==> src/rtl/tmr_pkg.sv <==
package tmr_pkg;

  // register byte offsets on the apb bus
  localparam logic [11:0] OFS_COUNT  = 12'h000;
  localparam logic [11:0] OFS_CONFIG = 12'h004;
  localparam logic [11:0] OFS_INTCTL = 12'h008;

  // config register field positions
  localparam int CFG_RATE_LSB = 0;
  localparam int CFG_BYPASS   = 3;
  localparam int CFG_EDGE     = 4;
  localparam int CFG_SOURCE   = 5;

  // interrupt_control field positions, other bits read as zero
  localparam int ICTL_FLAG = 2;
  localparam int ICTL_IE   = 5;

  // reset values and the count maximum
  localparam logic [7:0] COUNT_RST  = 8'h00;
  localparam logic [7:0] CONFIG_RST = 8'h3f;
  localparam logic [7:0] COUNT_MAX  = 8'hff;

  // instruction cycle timing: four clock phases per instruction cycle
  localparam int         CLK_HZ          = 25_000_000;
  localparam int         PHASES_PER_INSN = 4;
  localparam logic [1:0] PHASE_SECOND    = 2'h1;
  localparam logic [1:0] PHASE_FOURTH    = 2'h3;
  localparam logic [1:0] INHIBIT_INSNS   = 2'h2;
  localparam int         PRESCALE_W      = 8;

  // timer configuration as seen by the counting logic
  typedef struct packed {
    logic       counter_mode;
    logic       falling_edge;
    logic       bypass;
    logic [2:0] rate;
  } tmr_cfg_t;

  // one apb request from the bus master
  typedef struct packed {
    logic        sel;
    logic        enable;
    logic        write;
    logic [11:0] addr;
    logic [31:0] wdata;
  } apb_req_t;

  function automatic tmr_cfg_t cfg_unpack(input logic [7:0] raw);
    tmr_cfg_t c;
    c.counter_mode = raw[CFG_SOURCE];
    c.falling_edge = raw[CFG_EDGE];
    c.bypass       = raw[CFG_BYPASS];
    c.rate         = raw[CFG_RATE_LSB +: 3];
    return c;
  endfunction

endpackage

==> src/rtl/tmr_prescaler.sv <==
`timescale 1ns/1ps
module tmr_prescaler
  import tmr_pkg::*;
#(
  parameter int WIDTH = PRESCALE_W
) (
  input  wire logic       clk_in,
  input  wire logic       rst_in,
  input  wire logic       clear_in,
  input  wire logic       hold_in,
  input  wire logic       pulse_in,
  input  wire logic [2:0] rate_in,
  output logic            level_out
);

  logic [WIDTH-1:0] div_ff;
  logic [WIDTH-1:0] nxt_div;

  // private divider, the bus reaches it only through the count-write clear; a clear wins over a pulse
  assign nxt_div = clear_in ? '0 :
                   (pulse_in && !hold_in) ? div_ff + 1'b1 : div_ff; // see RULE7 see RULE11 see RULE12

  always_ff @(posedge clk_in or posedge rst_in) begin
    if (rst_in) begin
      div_ff <= '0;
    end else begin
      div_ff <= nxt_div;
    end
  end

  // bit n rises once every 2^(n+1) input pulses
  assign level_out = div_ff[rate_in]; // see RULE8 see RULE9

  a_prescale_clear: assert property (@(posedge clk_in) disable iff (rst_in) // see RULE12
    clear_in |=> div_ff == '0) else $error("prescaler not cleared");

endmodule

==> src/rtl/tmr_phase_sync.sv <==
`timescale 1ns/1ps
module tmr_phase_sync
  import tmr_pkg::*;
(
  input  wire logic clk_in,
  input  wire logic rst_in,
  input  wire logic clear_in,
  input  wire logic sample_in,
  input  wire logic level_in,
  output logic      rise_out
);

  logic held_ff;
  logic rise_ff;

  // level is only looked at on the sampling phases, so a short glitch between
  // samples is not counted; the source must stay high and low long enough.
  // history starts high so a level that is already high is never an edge
  always_ff @(posedge clk_in or posedge rst_in) begin
    if (rst_in) begin
      held_ff <= 1'b1;
      rise_ff <= 1'b0;
    end else if (clear_in) begin
      held_ff <= 1'b1;
      rise_ff <= 1'b0;
    end else begin
      rise_ff <= sample_in && level_in && !held_ff; // see RULE6
      if (sample_in) begin
        held_ff <= level_in;
      end
    end
  end

  assign rise_out = rise_ff;

endmodule

==> src/rtl/eight_bit_timer_counter.sv <==
`timescale 1ns/1ps
// Behaviour
// RULE1 - timer mode unscaled: one per instruction cycle
// RULE2 - no counting two cycles after write
// RULE3 - counter mode counts external pin edges
// RULE4 - edge select chooses counted transition
// RULE5 - one counts falling, zero counts rising
// RULE6 - sample prescaler output on phases two, four
// RULE7 - private prescaler used when bypass clear
// RULE8 - rate field picks eight ratios, 2..256
// RULE9 - rate n divides by two^(n+1)
// RULE10 - one-to-one only with bypass set
// RULE11 - prescaler count hidden from software
// RULE12 - count write clears prescaler
// RULE13 - overflow on wrap from max to zero
// RULE14 - flag sets on every wrap, enable ignored
// RULE15 - flag cleared only by software writing zero
// RULE16 - enable bit gates interrupt request
// RULE17 - request equals flag and enable
// RULE18 - sleep stops counting, no wake
// RULE19 - count kept through sleep, resumes after
// RULE20 - overflow pulse offered as gate
module eight_bit_timer_counter
  import tmr_pkg::*;
(
  input  wire logic        clk_in,
  input  wire logic        rst_in,
  input  wire logic        psel_in,
  input  wire logic        penable_in,
  input  wire logic        pwrite_in,
  input  wire logic [11:0] paddr_in,
  input  wire logic [31:0] pwdata_in,
  input  wire logic [3:0]  pstrb_in,
  output logic      [31:0] prdata_out,
  output logic             pready_out,
  output logic             pslverr_out,
  input  wire logic        external_count_pin_in,
  input  wire logic        sleep_in,
  output logic      [7:0]  count_out,
  output logic             overflow_irq_out,
  output logic             overflow_gate_out
);

  // bus request bundle
  apb_req_t req;
  assign req = '{sel: psel_in, enable: penable_in, write: pwrite_in,
                 addr: paddr_in, wdata: pwdata_in};

  // state
  logic [7:0] count_register_ff;
  logic [7:0] config_ff;
  logic       overflow_flag_ff;
  logic       overflow_irq_enable_ff;
  logic [1:0] phase_ff;
  logic [1:0] inhibit_ff;
  logic       pin_prev_ff;
  logic       gate_ff;
  logic [31:0] rdata_ff;

  logic [7:0] nxt_count;
  logic [7:0] nxt_config;
  logic       nxt_flag;
  logic       nxt_ie;
  logic [1:0] nxt_inhibit;
  logic [31:0] nxt_rdata;

  // apb decode
  logic hit_count;
  logic hit_config;
  logic hit_intctl;
  logic mapped;
  logic access;
  logic wr_access;
  logic rd_access;
  logic lane0;
  logic wr_count;
  logic wr_config;
  logic wr_intctl;

  // single-cycle access phase: the slave never inserts wait states
  assign hit_count  = (req.addr == OFS_COUNT);
  assign hit_config = (req.addr == OFS_CONFIG);
  assign hit_intctl = (req.addr == OFS_INTCTL);
  assign mapped     = hit_count || hit_config || hit_intctl;
  assign access     = req.sel && req.enable;
  assign wr_access  = access && req.write;
  assign rd_access  = access && !req.write;
  assign lane0      = pstrb_in[0];
  assign wr_count   = wr_access && hit_count && lane0;
  assign wr_config  = wr_access && hit_config && lane0;
  assign wr_intctl  = wr_access && hit_intctl && lane0;

  assign pready_out  = 1'b1;
  assign pslverr_out = access && !mapped; // unmapped answers with an error

  // config view
  tmr_cfg_t cfg;
  assign cfg = cfg_unpack(config_ff);

  // instruction phases
  logic insn_tick;
  logic sample_phase;
  logic running;

  // phase counter also freezes in sleep, so nothing advances at all there
  assign running      = !sleep_in; // see RULE18
  assign insn_tick    = running && (phase_ff == PHASE_FOURTH);
  assign sample_phase = running &&
                        ((phase_ff == PHASE_SECOND) || (phase_ff == PHASE_FOURTH)); // see RULE6

  // count source
  logic pin_norm;
  logic pin_edge;
  logic pre_pulse;
  logic pre_level;
  logic sync_level;
  logic sync_rise;
  logic inc_raw;
  logic inc;
  logic wrap;

  // the edge select inverts the pin so a single rising detector serves both
  assign pin_norm  = external_count_pin_in ^ cfg.falling_edge; // see RULE4 see RULE5
  assign pin_edge  = pin_norm && !pin_prev_ff;
  // the source pulse feeding the divider: pin edges or instruction cycles
  assign pre_pulse = cfg.counter_mode ? pin_edge : insn_tick; // see RULE3

  tmr_prescaler #(
    .WIDTH (PRESCALE_W)
  ) u_prescaler (
    .clk_in    (clk_in),
    .rst_in    (rst_in),
    .clear_in  (wr_count),
    .hold_in   (sleep_in || cfg.bypass),
    .pulse_in  (pre_pulse),
    .rate_in   (cfg.rate),
    .level_out (pre_level)
  );

  // bypass takes the divider out of the path entirely
  assign sync_level = cfg.bypass ? pin_norm : pre_level; // see RULE7 see RULE10

  tmr_phase_sync u_sync (
    .clk_in    (clk_in),
    .rst_in    (rst_in),
    .clear_in  (wr_count),
    .sample_in (sample_phase),
    .level_in  (sync_level),
    .rise_out  (sync_rise)
  );

  // timer mode without divider steps every instruction cycle directly;
  // every other path goes through the phase-sampled synchroniser
  assign inc_raw = (!cfg.counter_mode && cfg.bypass) ? insn_tick : sync_rise; // see RULE1
  assign inc     = inc_raw && running && (inhibit_ff == 2'h0) && !wr_count; // see RULE2 see RULE19
  assign wrap    = inc && (count_register_ff == COUNT_MAX); // see RULE13

  // next state
  assign nxt_count = wr_count ? req.wdata[7:0] :
                     inc      ? count_register_ff + 8'h01 : count_register_ff;

  assign nxt_config = wr_config ? req.wdata[7:0] : config_ff;

  // a wrap in the same cycle as a software clear still leaves the flag set
  assign nxt_flag = wrap ? 1'b1 :
                    wr_intctl ? req.wdata[ICTL_FLAG] : overflow_flag_ff; // see RULE14 see RULE15

  assign nxt_ie = wr_intctl ? req.wdata[ICTL_IE] : overflow_irq_enable_ff;

  // the hold is counted in instruction cycles, not in clocks
  assign nxt_inhibit = wr_count ? INHIBIT_INSNS :
                       (insn_tick && (inhibit_ff != 2'h0)) ? inhibit_ff - 2'h1 :
                       inhibit_ff; // see RULE2

  // read data is registered at the access edge; prdata is valid while pready
  logic [31:0] rd_mux;
  assign rd_mux = hit_count  ? {24'h0, count_register_ff} :
                  hit_config ? {24'h0, config_ff} :
                  hit_intctl ? ({24'h0, 8'h00} |
                                (32'(overflow_flag_ff) << ICTL_FLAG) |
                                (32'(overflow_irq_enable_ff) << ICTL_IE)) :
                  32'h0;
  assign nxt_rdata = rd_mux;

  // registers
  always_ff @(posedge clk_in or posedge rst_in) begin
    if (rst_in) begin
      count_register_ff <= COUNT_RST;
      config_ff         <= CONFIG_RST;
    end else begin
      count_register_ff <= nxt_count;
      config_ff         <= nxt_config;
    end
  end

  // interrupt bits
  always_ff @(posedge clk_in or posedge rst_in) begin
    if (rst_in) begin
      overflow_flag_ff       <= 1'b0;
      overflow_irq_enable_ff <= 1'b0;
    end else begin
      overflow_flag_ff       <= nxt_flag;
      overflow_irq_enable_ff <= nxt_ie;
    end
  end

  // phase, inhibit and edge history
  always_ff @(posedge clk_in or posedge rst_in) begin
    if (rst_in) begin
      phase_ff    <= 2'h0;
      inhibit_ff  <= 2'h0;
      pin_prev_ff <= 1'b1; // idle pin level under the reset edge select, no false edge
    end else begin
      phase_ff    <= running ? phase_ff + 2'h1 : phase_ff;
      inhibit_ff  <= nxt_inhibit;
      pin_prev_ff <= pin_norm;
    end
  end

  // gate pulse and read data
  always_ff @(posedge clk_in or posedge rst_in) begin
    if (rst_in) begin
      gate_ff  <= 1'b0;
      rdata_ff <= 32'h0;
    end else begin
      gate_ff  <= wrap; // see RULE20
      rdata_ff <= nxt_rdata;
    end
  end

  // prdata comes from the flop loaded in the setup cycle, so it is steady in access
  assign prdata_out        = rd_access ? rdata_ff : 32'h0;
  assign count_out         = count_register_ff;
  assign overflow_irq_out  = overflow_flag_ff && overflow_irq_enable_ff; // see RULE16 see RULE17
  assign overflow_gate_out = gate_ff;

  // checks; each one names the rule that it guards on its label line
  a_insn_period: assert property ( // see RULE1
    @(posedge clk_in) disable iff (rst_in)
    (insn_tick && !sleep_in) ##1 !sleep_in [*3] |-> ##1 (phase_ff == PHASE_FOURTH))
    else $error("instruction cycle is not four clocks");

  a_timer_step: assert property ( // see RULE1
    @(posedge clk_in) disable iff (rst_in)
    (insn_tick && !cfg.counter_mode && cfg.bypass && inhibit_ff == 2'h0 && !wr_count)
    |=> count_register_ff == $past(count_register_ff) + 8'h01)
    else $error("timer mode did not step");

  a_no_offphase: assert property ( // see RULE1
    @(posedge clk_in) disable iff (rst_in)
    (!cfg.counter_mode && cfg.bypass && !insn_tick && !wr_count) |=> $stable(count_register_ff))
    else $error("timer mode stepped between instruction cycles");

  a_one_step: assert property ( // see RULE1
    @(posedge clk_in) disable iff (rst_in)
    !wr_count |=> (count_register_ff == $past(count_register_ff) ||
                   count_register_ff == $past(count_register_ff) + 8'h01))
    else $error("count moved by more than one");

  a_write_lands: assert property ( // see RULE2
    @(posedge clk_in) disable iff (rst_in)
    wr_count |=> count_register_ff == $past(req.wdata[7:0]))
    else $error("count write did not land");

  a_write_hold: assert property ( // see RULE2
    @(posedge clk_in) disable iff (rst_in)
    wr_count |=> inhibit_ff == INHIBIT_INSNS)
    else $error("write did not start the hold");

  a_inhibit_len: assert property ( // see RULE2
    @(posedge clk_in) disable iff (rst_in)
    wr_count |=> !inc [*5])
    else $error("count stepped too soon after write");

  a_hold_stable: assert property ( // see RULE2
    @(posedge clk_in) disable iff (rst_in)
    (inhibit_ff != 2'h0 && !wr_count) |=> $stable(count_register_ff))
    else $error("count moved during hold");

  a_wrap_flag: assert property ( // see RULE13 see RULE14
    @(posedge clk_in) disable iff (rst_in)
    wrap |=> overflow_flag_ff && count_register_ff == 8'h00)
    else $error("wrap did not set flag");

  a_flag_sticky: assert property ( // see RULE15
    @(posedge clk_in) disable iff (rst_in)
    (overflow_flag_ff && !wr_intctl) |=> overflow_flag_ff)
    else $error("flag cleared by hardware");

  a_flag_clear: assert property ( // see RULE15
    @(posedge clk_in) disable iff (rst_in)
    (wr_intctl && !wrap && !req.wdata[ICTL_FLAG]) |=> !overflow_flag_ff)
    else $error("software clear of flag lost");

  a_ie_write: assert property ( // see RULE16
    @(posedge clk_in) disable iff (rst_in)
    wr_intctl |=> overflow_irq_enable_ff == $past(req.wdata[ICTL_IE]))
    else $error("interrupt enable write lost");

  a_irq_and: assert property ( // see RULE17
    @(posedge clk_in) disable iff (rst_in)
    (wrap && overflow_irq_enable_ff && !wr_intctl) |=> overflow_irq_out)
    else $error("enabled overflow gave no request");

  a_sleep_freeze: assert property ( // see RULE18 see RULE19
    @(posedge clk_in) disable iff (rst_in)
    (sleep_in && !wr_count) |=> $stable(count_register_ff))
    else $error("count moved in sleep");

  a_sleep_phase: assert property ( // see RULE18
    @(posedge clk_in) disable iff (rst_in)
    sleep_in |=> $stable(phase_ff))
    else $error("phase moved in sleep");

  a_gate_pulse: assert property ( // see RULE20
    @(posedge clk_in) disable iff (rst_in)
    wrap |=> overflow_gate_out ##1 !overflow_gate_out [*1])
    else $error("gate pulse not one cycle");

  a_gate_cause: assert property ( // see RULE20
    @(posedge clk_in) disable iff (rst_in)
    overflow_gate_out |-> $past(wrap))
    else $error("gate pulse without a wrap");

endmodule

==> config.mk <==
export PLATFORM = sky130hd
export DESIGN_NAME = eight_bit_timer_counter
export DESIGN_NICKNAME = d
export VERILOG_FILES = /design/src/rtl/tmr_pkg.sv /design/src/rtl/tmr_prescaler.sv /design/src/rtl/tmr_phase_sync.sv /design/src/rtl/eight_bit_timer_counter.sv
export SDC_FILE = /design/constraint.sdc
export NUM_CORES = 1
export LEC_CHECK = 0
export CORE_UTILIZATION = 45
export DETAILED_ROUTE_END_ITERATION = 6
export DONT_BUFFER_PORTS = 1
export MAX_ROUTING_LAYER = met4
export PLACE_DENSITY = 0.58
export SETUP_SLACK_MARGIN = 0.15
export SLEW_MARGIN = 25
export SYNTH_ARGS = -nofsm -noshare
export SYNTH_HDL_FRONTEND = slang
export SYNTH_HIERARCHICAL = 1
export SYNTH_SLANG_ARGS = --single-unit
export TNS_END_PERCENT = 20
==> constraint.sdc <==
create_clock -name clk_in -period 1.83 [get_ports clk_in]
set_input_delay 0.0915 -clock clk_in [delete_from_list [all_inputs] [get_ports clk_in]]
set_output_delay 0.0915 -clock clk_in [all_outputs]
set_load 0.02 [all_outputs]
Yosys cells after proc, flatten, opt, wreduce, memory -nomap -nowiden --
Index checks and enable logic that the tools add are counted. Widths: inputs -> output; s select.
Storage, ports and cells: register bits 66, logic and storage cells 87, input bits 55, output and inout port bits 44
Cells by class: reductions and logical operators 43, bitwise gates (word level) 2, add/sub/neg operators 4, mux-type cells 20, eq/ne operators 5, order comparisons 1
Operators by type and width (count):
- $mux 8 | 6
- $mux 32 | 1
- $logic_and 1x1->1 | 23
- $add 8x1->8 const B | 2
- $eq 12x3->1 const B | 1
- $eq 12x4->1 const B | 1
- $logic_not 12->1 | 1
- $reduce_bool 2->1 | 6
- $mux 1 | 9
- $eq 8x8->1 const B | 1
- $logic_not 1->1 | 8
- $mux 6 | 1
- $or 3x6->6 | 1
- $logic_or 1x1->1 | 4
- $lt 3x4->1 const B | 1
- $mux 2 | 2
- $bmux 1 s3 | 1
- $add 2x1->2 const B | 1
- $eq 2x1->1 const B | 1
- $eq 2x2->1 const B | 1
- $logic_not 2->1 | 1
- $sub 2x1->2 const B | 1
- $xor 1x1->1 | 1

Logic depth before layout (Yosys ltp) --
Gate-level depths: netlist of the first run.
depth after elaboration 8, gate-level depth with buffers 7, depth with buffers taken out 7

Modules after synthesis --
The synthesis of the first run kept the hierarchy.
By module, submodules not included:
- eight_bit_timer_counter | area an instance 1884.3 um^2, seq. area each 809.5 um^2, cells each 187, times used 1
- tmr_prescaler | area an instance 460.4 um^2, seq. area each 200.2 um^2, cells each 43, times used 1
- tmr_phase_sync | area an instance 82.6 um^2, seq. area each 51.3 um^2, cells each 6, times used 1

Worst setup path after synthesis of the first run --
Ideal clock, no wire load.
path type register to register, start register config_ff[0], end register u_sync.held_ff, path slack 0.006 ns, buffers on the path 0, stages on the path, launching flop included 6, setup time 0.082 ns, clock period less this slack 1.824 ns, required time 1.748 ns, arrival time 1.742 ns, cells stage by stage dfstp_2 mux4_1 mux2_2 nor2_1 a21oi_1 a211o_1
Between the ends: cells in the longest elaborated chain, start to end 5
RTL lines:
- start, declared | line eight_bit_timer_counter.sv:51 | logic [7:0] config_ff;
- start signal, assigned | line eight_bit_timer_counter.sv:192 | config_ff <= nxt_config;
- $bmux 1 s3 | line tmr_prescaler.sv:32 | assign level_out = div_ff[rate_in];
- $mux 1 (implied by the code) | line tmr_prescaler.sv:32
- net pre_level | line eight_bit_timer_counter.sv:115 | logic pre_level;
- $mux 1 | line eight_bit_timer_counter.sv:141 | assign sync_level = cfg.bypass ? pin_norm : pre_level;
- net sync_level | line eight_bit_timer_counter.sv:116 | logic sync_level;
- $mux 1 | line tmr_phase_sync.sv:28 | if (sample_in) begin
- $mux 1 | line tmr_phase_sync.sv:23 | end else if (clear_in) begin
- end signal, assigned | line tmr_phase_sync.sv:29 | held_ff <= level_in;
- end, declared | line tmr_phase_sync.sv:13 | logic held_ff;
The timed path passes the listed nets, and every way through them passes these cells. The select of a mux whose other input is x is not followed. A chain may end at the register's enable or synchronous reset.

Final worst setup path of the first run --
start register config_ff[4], end register u_prescaler.div_ff[7]
Between the ends: cells in the longest elaborated chain, start to end 5
RTL lines:
- $xor 1x1->1 | line eight_bit_timer_counter.sv:123 | assign pin_norm = external_count_pin_in ^ cfg.falling_edge;
- $logic_and 1x1->1 | line eight_bit_timer_counter.sv:124 | assign pin_edge = pin_norm && !pin_prev_ff;
- $mux 1 | line eight_bit_timer_counter.sv:126 | assign pre_pulse = cfg.counter_mode ? pin_edge : insn_tick;
- net pre_pulse | line eight_bit_timer_counter.sv:114 | logic pre_pulse;
- $logic_and 1x1->1 | line tmr_prescaler.sv:21 | (pulse_in && !hold_in) ? div_ff + 1'b1 : div_ff;
- $reduce_bool 2->1 (no source line)
- end signal, assigned | line tmr_prescaler.sv:27 | div_ff <= nxt_div;
- end, declared | line tmr_prescaler.sv:16 | logic [WIDTH-1:0] div_ff;
The timed path passes the listed nets, and every way through them passes these cells.

==> flow_summary.ini, run 1 <==
[finish]
synthToLayoutAreaGrowth_pct = 21.1
final_layout_size_suffix_gt1_share_pct = 30.6
final_util_pct = 57.2
final_cells = 348
design.final.nets = 338
insertedDiodeCount = 0

[logic_synthesis]
synth.ff_latch_count = 42
synth-edff-count = 0
biggest_area_consumer_among_synthesized_cells = dfrtp_1
share_of_synthesized_area_spent_on_multiplexers_pct = 9.12
mappedNetlistArea_um2 = 2430
dominant_combinational_cell_family_by_area_after_synthesis = simple AND/OR/NAND/NOR gates
synth-compound-area-share_pct = 8.92
synthXorXnorAreaFrac_pct = 4.33
yosys.area_share.simple_pct = 20.6
ffs_w_async_s_r_synth_pct = 100
syn-instance-count = 236
netlist_top_cells_area = dfrtp_1 35%, dfstp_2 8.7%, buf_4 7.7%
synth_area_per_cell_um2 = 10.3
yosys.area.top_type_share_pct = 35.1
post_synth_fa_ha_maj_area_fraction_pct = 2.58
synth_unique_cells = 50
synth_sequential_area_ratio_pct = 43.7
yosys_warnings = 6
postSynth.topFlopCell = dfrtp_1

[detailed_routing]
wl_per_cell_um = 15.0
drt_wl_total_um = 5220
initialDrtViolationCount = 112
final_antenna_net_count = 0
drc = 0
first_pass_iters = 4
route.vias.total = 1741
post_detailed_route_via_to_cell_ratio = 5.00

[die]
fp.dieArea_um2 = 5690
ioPinCount = 99
std_cell_rows = 26
die_height_um = 75.4
die-width_um = 75.4
design.core.area_um2 = 5140
floorplan.initialDensity_pct = 47.2

[timing]
clock.fmax_ghz = 0.533
slew_violations = 0
timing.final.setup_violations = 4
period_needed_ns = 1.88
clock_skew_ns = 0.00818
max_slew_headroom_pct = 58.0
hold_violations = 0
rsz0062_at_grt = true
worst_slew_pin_tran_ns = 0.626
hold_slack_ns = 0.0247
fin_crit_sh_pct = 102
fin_ws_ns = -0.0452

[setup_path]
cp.required_ns = 2.06
delay_contributed_by_the_slowest_stage_of_the_critical_path_ns = 0.57
startpoint_types = flip-flop
worst-path-buf-inv = 1
path_class = flip-flop to flip-flop
critical_path_arrival_ns = 2.11
worst_path_max_delay_cell = dfstp_2
cp_max_fo = 4
worstPathCellList = xnor2_2 > nor2_1 > nand2_1 > o21ai_1 > buf_4 > nand4b_4 > or4_4 > a21oi_2
crit_family = simple AND/OR/NAND/NOR gates
endpoint_kind = flip-flop

[placed_design]
placement.io_buffers = 0
placedCellCount = 327
dp_slack_ns = -0.0387
hpwlAfterDp_um = 3700
routabilityCongestion = 0.883

[power]
p_total_uw = 2750
worst_ir_drop_vdd_mv = 0.767
power-per-cell-area_nw_per_um2 = 936
leakagePower_uw = 0.00136

[global_route]
grt.overflow.total = 0
layer_carrying_the_most_global_route_usage = met2
grt_first_pass_wirelength_um = 7960
groute.layer.met1.usage_pct = 27.9
grt.met2_usage_pct = 29.3
grt_util_met3_pct = 4.10
grt_pass1_vias = 1607
gr-usage-all-layers_pct = 19.7
initial_antenna_violation_count = 0
grt_max_degree = 33

[clock_tree]
clkLatencyLatePin_ns = 0.29
cts-htree-levels = 2
cts.clk_slew.worst_paths_ns = 0.08
tritoncts = yes
cts.path.max_buffers = 2
clock_tree.root_cell = clkbuf_8
cts.sinks = 42
cts_buffers = 5

[run_status]
violated_checks = setup timing
outcome = complete, but fails checks

[hold_path]
timing.hold.worst.class = primary input to flip-flop

[run]
timing.max_cap.violations = 0
cells in the final DEF (no fill, tap or decap), types with 5 or more instances in the layout:
cell type	n
nand2_1	17
xnor2_1	10
o21ai_0	5
mux2_4	9
inv_1	11
and2_1	9
dfrtp_1	34
conb_1	25
o21ai_1	10
nor2_1	15
dlygate4sd3_1	10
dfstp_2	8
a22o_1	6
buf_4	30
clkbuf_8	6
sequential cells by signal, indices dropped and copies added, names as in the netlist:
register                flops
u_sync/rise_out             1
u_prescaler/div_ff          8
config_ff                   8
phase_ff                    2
count_out                   8
pin_prev_ff                 1
u_sync/held_ff              1
inhibit_ff                  2
overflow_flag_ff            1
overflow_gate_out           1
rdata_ff                    8
overflow_irq_enable_ff      1
cell families after synthesis:
| group | count (synthesis) |
|---|---|
| adder cells (fa/ha/maj) | 5 |
| AND/OR/NAND/NOR | 85 |
| multiplexers | 15 |
| AO/OA/AOI/OAI | 35 |
| XOR/XNOR | 12 |
| other | 2 |
| buffers and inverters | 40 |
| flip-flops | 42 |
layout make-up:
cell class / instances / area, um2
clock buffer: 6 / 82.6
clock inverter: 1 / 30.0
fill: 467 / 2200
inverter: 12 / 45.0
multi-input combinational: 177 / 1310
sequential: 42 / 1060
tap: 70 / 87.6
timing repair buffer: 40 / 325
synthesized netlist by cell type, types with 2 or more instances:
library cell and count:
and2_1 9, or3_2 2, conb_1 2, mux2i_1 3
nand2_1 17, inv_1 11, or3_1 3, nor2b_1 5
nand4_1 4, buf_4 25, o21ai_1 8, or4_4 2
o21ai_0 7, and3_1 3, nand2b_1 4, nand3_1 4
mux2_4 8, a22o_1 6, xnor2_1 12, nor3_1 4
ha_1 5, a21oi_1 8, nor2_1 16, dfstp_2 8
a22oi_1 2, dfrtp_1 34
repair_timing:
action,CTS,global route
hold endpoints to repair,54,0
hold buffers,10,0
cloned,0,0
setup endpoints to repair,14,18
setup buffers,0,4
resized for setup,10,15
pin swaps,7,12
report_power, final:
| part | switching (uW) | internal (uW) |
|---|---|---|
| sequential | 115 | 1070 |
| clock | 308 | 437 |
| combinational | 434 | 388 |
per-stage QoR:
stage          TNS (ns)  area, um2
3_5_place_dp     -0.110       2580
6_report        -0.0856       2940
3_3_place_gp    -0.0667       2580
5_1_grt          -0.549       2940
2_1_floorplan         0       2510
4_1_cts         -0.0383       2840
layer usage:
metal  routed length [um]  up-vias  part of all wire, %
li1                     -      844                    -
met1                 2470      843                   47
met2                 2520       50                   48
met3                  174        4                  3.3
met4                   50        0                 0.96
met5                    0        -                    0
path summary, 6_finish.rpt:
path | startpoint | to | slack [ns] | cells past startpoint
min in group asynchronous | rst_in | u_sync/rise_out$_DFF_PP0_ | 0.14 | 2
worst max-delay path | config_ff[4]$_DFFE_PP1P_ | u_prescaler/div_ff[7]$_DFFE_PP0P_ | -0.05 | 8
worst max register to register | config_ff[4]$_DFFE_PP1P_ | u_prescaler/div_ff[7]$_DFFE_PP0P_ | -0.05 | 8
max in group asynchronous | rst_in | config_ff[2]$_DFFE_PP1P_ | 1.12 | 3
worst min-delay path | pwdata_in[2] | overflow_flag_ff$_DFFE_PP0P_ | 0.02 | 2
worst min register to register | config_ff[6]$_DFFE_PP0P_ | rdata_ff[6]$_DFF_PP0_ | 0.52 | 1
No activity file was read; power rests on OpenSTA's default activity.
==> inputs of run 2 (changes only) <==
==> constraint.sdc (replaced) <==
create_clock -name clk_in -period 1.83 [get_ports clk_in]
set_input_delay 0.366 -clock clk_in [delete_from_list [all_inputs] [get_ports clk_in]]
set_output_delay 0.366 -clock clk_in [all_outputs]
set_load 0.02 [all_outputs]
==> run 2 against run 1 <==
Net effect:
- the run now ends clean
- critical path depth shrank 3
- largest power group unchanged
- final area increased by 0.21%
- global-route usage about the same
- die area stayed put
- core utilization is 0.12 points higher
==> flow_summary.ini, run 2 (synthesized netlist as in run 1, its figures left out) <==
[timing]
fin_ws_ns = 0.0268
hold_violations = 0
hold_slack_ns = 0.0418
period_needed_ns = 1.80
clock.fmax_ghz = 0.555
fin_crit_sh_pct = 98.5
timing.final.setup_violations = 0
slew_violations = 0
rsz0062_at_grt = true
clock_skew_ns = 0.00747

[detailed_routing]
initialDrtViolationCount = 123
first_pass_iters = 4
final_antenna_net_count = 0
wl_per_cell_um = 14.3
drt_wl_total_um = 4980
post_detailed_route_via_to_cell_ratio = 4.97
route.vias.total = 1730
drc = 0

[hold_path]
timing.hold.worst.class = primary input to asynchronous set/reset pin

[placed_design]
routabilityCongestion = 0.812
placement.io_buffers = 0
dp_slack_ns = -0.0951
hpwlAfterDp_um = 3760

[clock_tree]
cts_buffers = 5
clkLatencyLatePin_ns = 0.29
cts.sinks = 42
cts-htree-levels = 2
cts.clk_slew.worst_paths_ns = 0.08
cts.path.max_buffers = 2
clock_tree.root_cell = clkbuf_8
tritoncts = yes

[setup_path]
critical_path_arrival_ns = 1.99
cp.required_ns = 2.01
cp_max_fo = 3
startpoint_types = flip-flop
path_class = flip-flop to flip-flop
timing.reg2reg.worst_path_depth = 5
worst-r2r-setup-slack_ns = 0.03
critical_path.reg2reg.startpoint = config_ff[0]$_DFFE_PP1P_
endpoint_kind = flip-flop
r2r-end = u_sync/rise_out$_DFF_PP0_

[global_route]
grt_pass1_vias = 1584
initial_antenna_violation_count = 0
grt_first_pass_wirelength_um = 7840
grt_max_degree = 33
grt.overflow.total = 0
gr-usage-all-layers_pct = 19.7

[power]
power-per-cell-area_nw_per_um2 = 895
worst_ir_drop_vdd_mv = 0.458
leakagePower_uw = 0.00135

[die]
std_cell_rows = 26
die_height_um = 75.4
fp.dieArea_um2 = 5690
floorplan.initialDensity_pct = 47.2
die-width_um = 75.4
design.core.area_um2 = 5140
ioPinCount = 99

[finish]
mostFrequentLayoutCells = 34 x dfrtp_1, 34 x buf_4, 25 x conb_1
final_util_pct = 57.3
insertedDiodeCount = 0
final_layout_size_suffix_gt1_share_pct = 35.6
design.final.nets = 337
filler_instances = 473
synthToLayoutAreaGrowth_pct = 21.3

[run]
timing.max_cap.violations = 0

[run_status]
outcome = completed
## run 2: final cells by class
type                    instances  area (um2)  share of cell area, %
flip-flops and latches         42        1060                   36.0
well taps                      70        87.6                   2.97
multi-input cells             177        1340                   45.5
repair buffers                 39         319                   10.8
inverters                      12        45.0                   1.53
clock buffers                   7        86.3                   2.93
clock inverters                 1        5.00                  0.170
## run 2: power breakdown
part	internal (uW)	switching [uW]
clock network	304	293
registers	1070	70.1
logic	422	479
total	1790	842
## run 2: how the worst max path moves through the flow
stage                             start                                 to  cells past startpoint
6_report       config_ff[0]$_DFFE_PP1P_          u_sync/rise_out$_DFF_PP0_                      5
5_1_grt        config_ff[4]$_DFFE_PP1P_  u_prescaler/div_ff[7]$_DFFE_PP0P_                      7
4_1_cts        config_ff[0]$_DFFE_PP1P_          u_sync/rise_out$_DFF_PP0_                      5
3_5_place_dp               paddr_in[11]           config_ff[7]$_DFFE_PP0P_                      5
3_3_place_gp               paddr_in[11]           config_ff[6]$_DFFE_PP0P_                      5
2_1_floorplan              paddr_in[11]           config_ff[6]$_DFFE_PP0P_                      6
## run 2: repair_timing
item / CTS / global route
hold buffers: 1 / 0
endpoints found under the hold margin: 10 / 0
setup buffers: 0 / 4
setup endpoints to repair: 14 / 19
pin swaps: 12 / 15
gates resized for setup: 25 / 13
## run 2: layer usage
layer,GRT usage (%),vias up,share of wire (%)
met5,-,-,0
met1,27.7,828,47
li1,-,848,-
met4,4.94,0,0.72
met3,5.03,4,5.4
met2,28.5,50,47
## run 2: metrics by stage
| step | area [um2] | setup TNS [ns] | instances | total power (uW) |
|---|---|---|---|---|
| after global routing | 2950 | -0.125 | 348 | 2830 |
| after global placement | 2660 | -0.841 | 335 | 1930 |
| after floorplan | 2530 | -0.0571 | 259 | 1700 |
| after CTS | 2860 | -0.00218 | 344 | 2620 |
| final | 2950 | 0 | 348 | 2640 |
| after detailed placement | 2660 | -1.06 | 335 | 1960 |
## run 2: critical path, cell delays in order (launching register included)
cell and delay, ns:
dfstp_2 0.57, mux4_2 0.49, mux2_4 0.29, nor2_4 0.09, a21oi_2 0.04, and4bb_2 0.21
==> inputs of run 3 (changes only) <==
- SYNTH_HIERARCHICAL: 1 -> not set
- TNS_END_PERCENT: 20 -> 10
- clock period: 1.83 -> 1.6 ns (I/O delays scaled with it)
==> run 3 against run 2 <==
Net effect:
- the flow now finishes with violations (setup timing)
- clock skew is 0.0022 ns lower
- first-iteration DRC count fell by 33%
- non-clock buffer count shrank 10
- synthesized cell count is the same
- clock-buffer cell count unchanged
- clock power grew 19%
- final cell count down 3.7%
- area after synthesis is 1.0% higher
- sequential power increased by 12%
- critical endpoint is now u_sync.rise_out$_DFF_PP0_
- largest power group unchanged
==> flow_summary.ini, run 3 <==
[clock_tree]
cts_buffers = 5
cts.repair_timing.setup_buffer_count = 0
cts.sinks = 42
cts-htree-levels = 2
clkLatencyLatePin_ns = 0.29
cts.path.max_buffers = 2
cts.clk_slew.worst_paths_ns = 0.08
clock_tree.root_cell = clkbuf_8
tritoncts = yes

[setup_path]
critical_path_arrival_ns = 1.93
worstPathCellList = mux2i_1 > mux4_2 > a211o_1 > nor3_1
startpoint_types = flip-flop
cp_max_fo = 5
worst-path-buf-inv = 0
worst_path_max_delay_cell = dfstp_2
endpoint_kind = flip-flop
path_class = flip-flop to flip-flop
crit_family = flip-flops
delay_contributed_by_the_slowest_stage_of_the_critical_path_ns = 0.62
critical_path.reg2reg.startpoint = config_ff[1]$_DFFE_PP1P_
cp.required_ns = 1.81
timing.critical_path.from = config_ff[1]$_DFFE_PP1P_

[detailed_routing]
drc = 0
final_antenna_net_count = 0
route.vias.total = 1612
post_detailed_route_via_to_cell_ratio = 4.81
initialDrtViolationCount = 82
drt_wl_total_um = 4730
wl_per_cell_um = 14.1
first_pass_iters = 4

[hold_path]
timing.hold.worst.class = primary input to asynchronous set/reset pin

[finish]
insertedDiodeCount = 0
design.final.nets = 324
final_common_cell = dfrtp_1
mostFrequentLayoutCells = 34 x dfrtp_1, 25 x conb_1, 25 x buf_4
final_layout_size_suffix_gt1_share_pct = 29.8
final_cell_area_um2 = 2910
filler_instances = 473
synthToLayoutAreaGrowth_pct = 18.7

[power]
total_switching_power_uw = 1000
seqPwrFrac_pct = 42.4
power.internal_uw = 2030
sw_frac_of_total_pct = 33.1
p_comb_share_pct = 34.2
worst_ir_drop_vdd_mv = 0.719
power-per-cell-area_nw_per_um2 = 1040
leakagePower_uw = 0.00133
power.clock.fraction_pct = 23.4

[logic_synthesis]
synth_commonest_cells = 34 x dfrtp_1, 27 x nor2_1, 25 x buf_4, 17 x nand2_1, 16 x mux2i_1
mappedNetlistArea_um2 = 2450
synth_unique_cells = 41
syn-instance-count = 236
postSynth.topFlopCell = dfrtp_1
synth-edff-count = 0
yosys_warnings = 0
synth_area_per_cell_um2 = 10.4
synth.most_common_cell = dfrtp_1
ffs_w_async_s_r_synth_pct = 100
netlist_top_cells_area = dfrtp_1 35%, dfstp_2 8.6%, buf_4 7.7%
biggest_area_consumer_among_synthesized_cells = dfrtp_1
synth_sequential_area_ratio_pct = 43.3
synth.ff_latch_count = 42
yosys.area.top_type_share_pct = 34.7

[global_route]
grt_pass1_vias = 1497
grt.overflow.total = 0
initial_antenna_violation_count = 0
gr-usage-all-layers_pct = 18.9
grt_first_pass_wirelength_um = 7560
grt_max_degree = 43

[placed_design]
placed_cell_area_um2 = 2640
routabilityCongestion = 0.844
hpwlAfterDp_um = 3340
placement.io_buffers = 0

[die]
die-width_um = 75.8
design.core.area_um2 = 5170
floorplan.initialDensity_pct = 47.4
die_height_um = 75.8
fp.dieArea_um2 = 5750
ioPinCount = 99
std_cell_rows = 26

[timing]
max_slew_headroom_pct = 64.8
hold_violations = 0
worst_slew_pin_tran_ns = 0.528
clock_skew_ns = 0.00524
rsz0062_at_grt = true
period_needed_ns = 1.72
timing.final.setup_violations = 3
clock.fmax_ghz = 0.583
fin_ws_ns = -0.116
setup_tns_ns = -0.140
fin_crit_sh_pct = 107
slew_violations = 0

[run_status]
outcome = complete, but fails checks
violated_checks = setup timing

[run]
timing.max_cap.violations = 0
## run 3: cell count changes in the layout (fill, tap and decap cells not counted), sizes merged, moves of 5 or more
cell   before  now
mux2i       3   16
nor2       16   27
buf        38   29
xor2        0    7
a22o        6    0
o21ai      15    9
or3         5    0
## run 3: cell families (layout without fill, tap and decap cells)
kind of cell | count (synthesis) | count (layout) | share of synthesized area, %
AOI/OAI and AO/OA | 18 | 18 | 4.13
xor gates and xnor gates | 17 | 17 | 6.07
adders and majority gates | 5 | 5 | 2.55
buffers and inverters | 39 | 45 | 10.7
DFF | 42 | 42 | 43.3
muxes | 26 | 26 | 12.7
other | 2 | 25 | 0.306
and+or+nand+nor | 87 | 87 | 20.4
## run 3: layout make-up
type                            instances  area, um2  area share, %
Timing Repair Buffer                   29        250           8.60
Multi-Input combinational cell        178       1390           47.8
Tap cell                               70       87.6           3.01
Clock inverter                          1       5.00          0.172
Sequential cell                        42       1060           36.5
Clock buffer                            7       86.3           2.97
Inverter                                8       30.0           1.03
## run 3: per-layer routing
layer | global-route usage [%] | up-vias | part of all wire (%)
met4 | 4.94 | 0 | 0.95
met3 | 6.35 | 6 | 5.6
met1 | 23.4 | 770 | 44
li1 | - | 793 | -
met5 | - | - | 0
met2 | 29.6 | 43 | 49
## run 3: through the flow
stage / cells / util [%] / hold slack, ns / worst slack, ns / total power [uW]
3_3_place_gp: 327 / 51.0 / 0.381 / -0.128 / 2160
6_report: 335 / 56.3 / 0.0423 / -0.116 / 3030
3_5_place_dp: 327 / 51.0 / 0.389 / -0.152 / 2170
5_1_grt: 335 / 56.3 / 0.0850 / -0.151 / 3230
4_1_cts: 335 / 55.0 / 0.0654 / -0.106 / 3010
2_1_floorplan: 259 / - / 0.401 / -0.134 / 1910
## run 3: worst paths after layout
check | endpoint | slack (ns) | depth (start not counted)
setup / recovery | u_sync.rise_out$_DFF_PP0_ | -0.12 | 4
hold / removal | inhibit_ff[0]$_DFFE_PP0P_ | 0.04 | 2
setup reg to reg | u_sync.rise_out$_DFF_PP0_ | -0.12 | 4
hold reg to reg | config_ff[7]$_DFFE_PP0P_ | 0.52 | 1
max in group asynchronous | config_ff[0]$_DFFE_PP1P_ | 1.18 | 2
min in group clk_in | phase_ff[0]$_DFFE_PP0N_ | 0.10 | 1
## run 3: timing repair
item                       4_1_cts  5_1_grt
resized for setup               22       12
setup endpoints to repair       21       31
pin swaps                       11       13
hold endpoints to repair         0        0
hold buffers                     0        0
## run 3: power groups by stage
stage / clock network (uW) / logic, uW / registers [uW]
2_1_floorplan: 0 / 526 / 1390
3_3_place_gp: 0 / 862 / 1300
3_5_place_dp: 0 / 870 / 1300
4_1_cts: 726 / 999 / 1290
5_1_grt: 777 / 1140 / 1310
6_report: 709 / 1040 / 1280
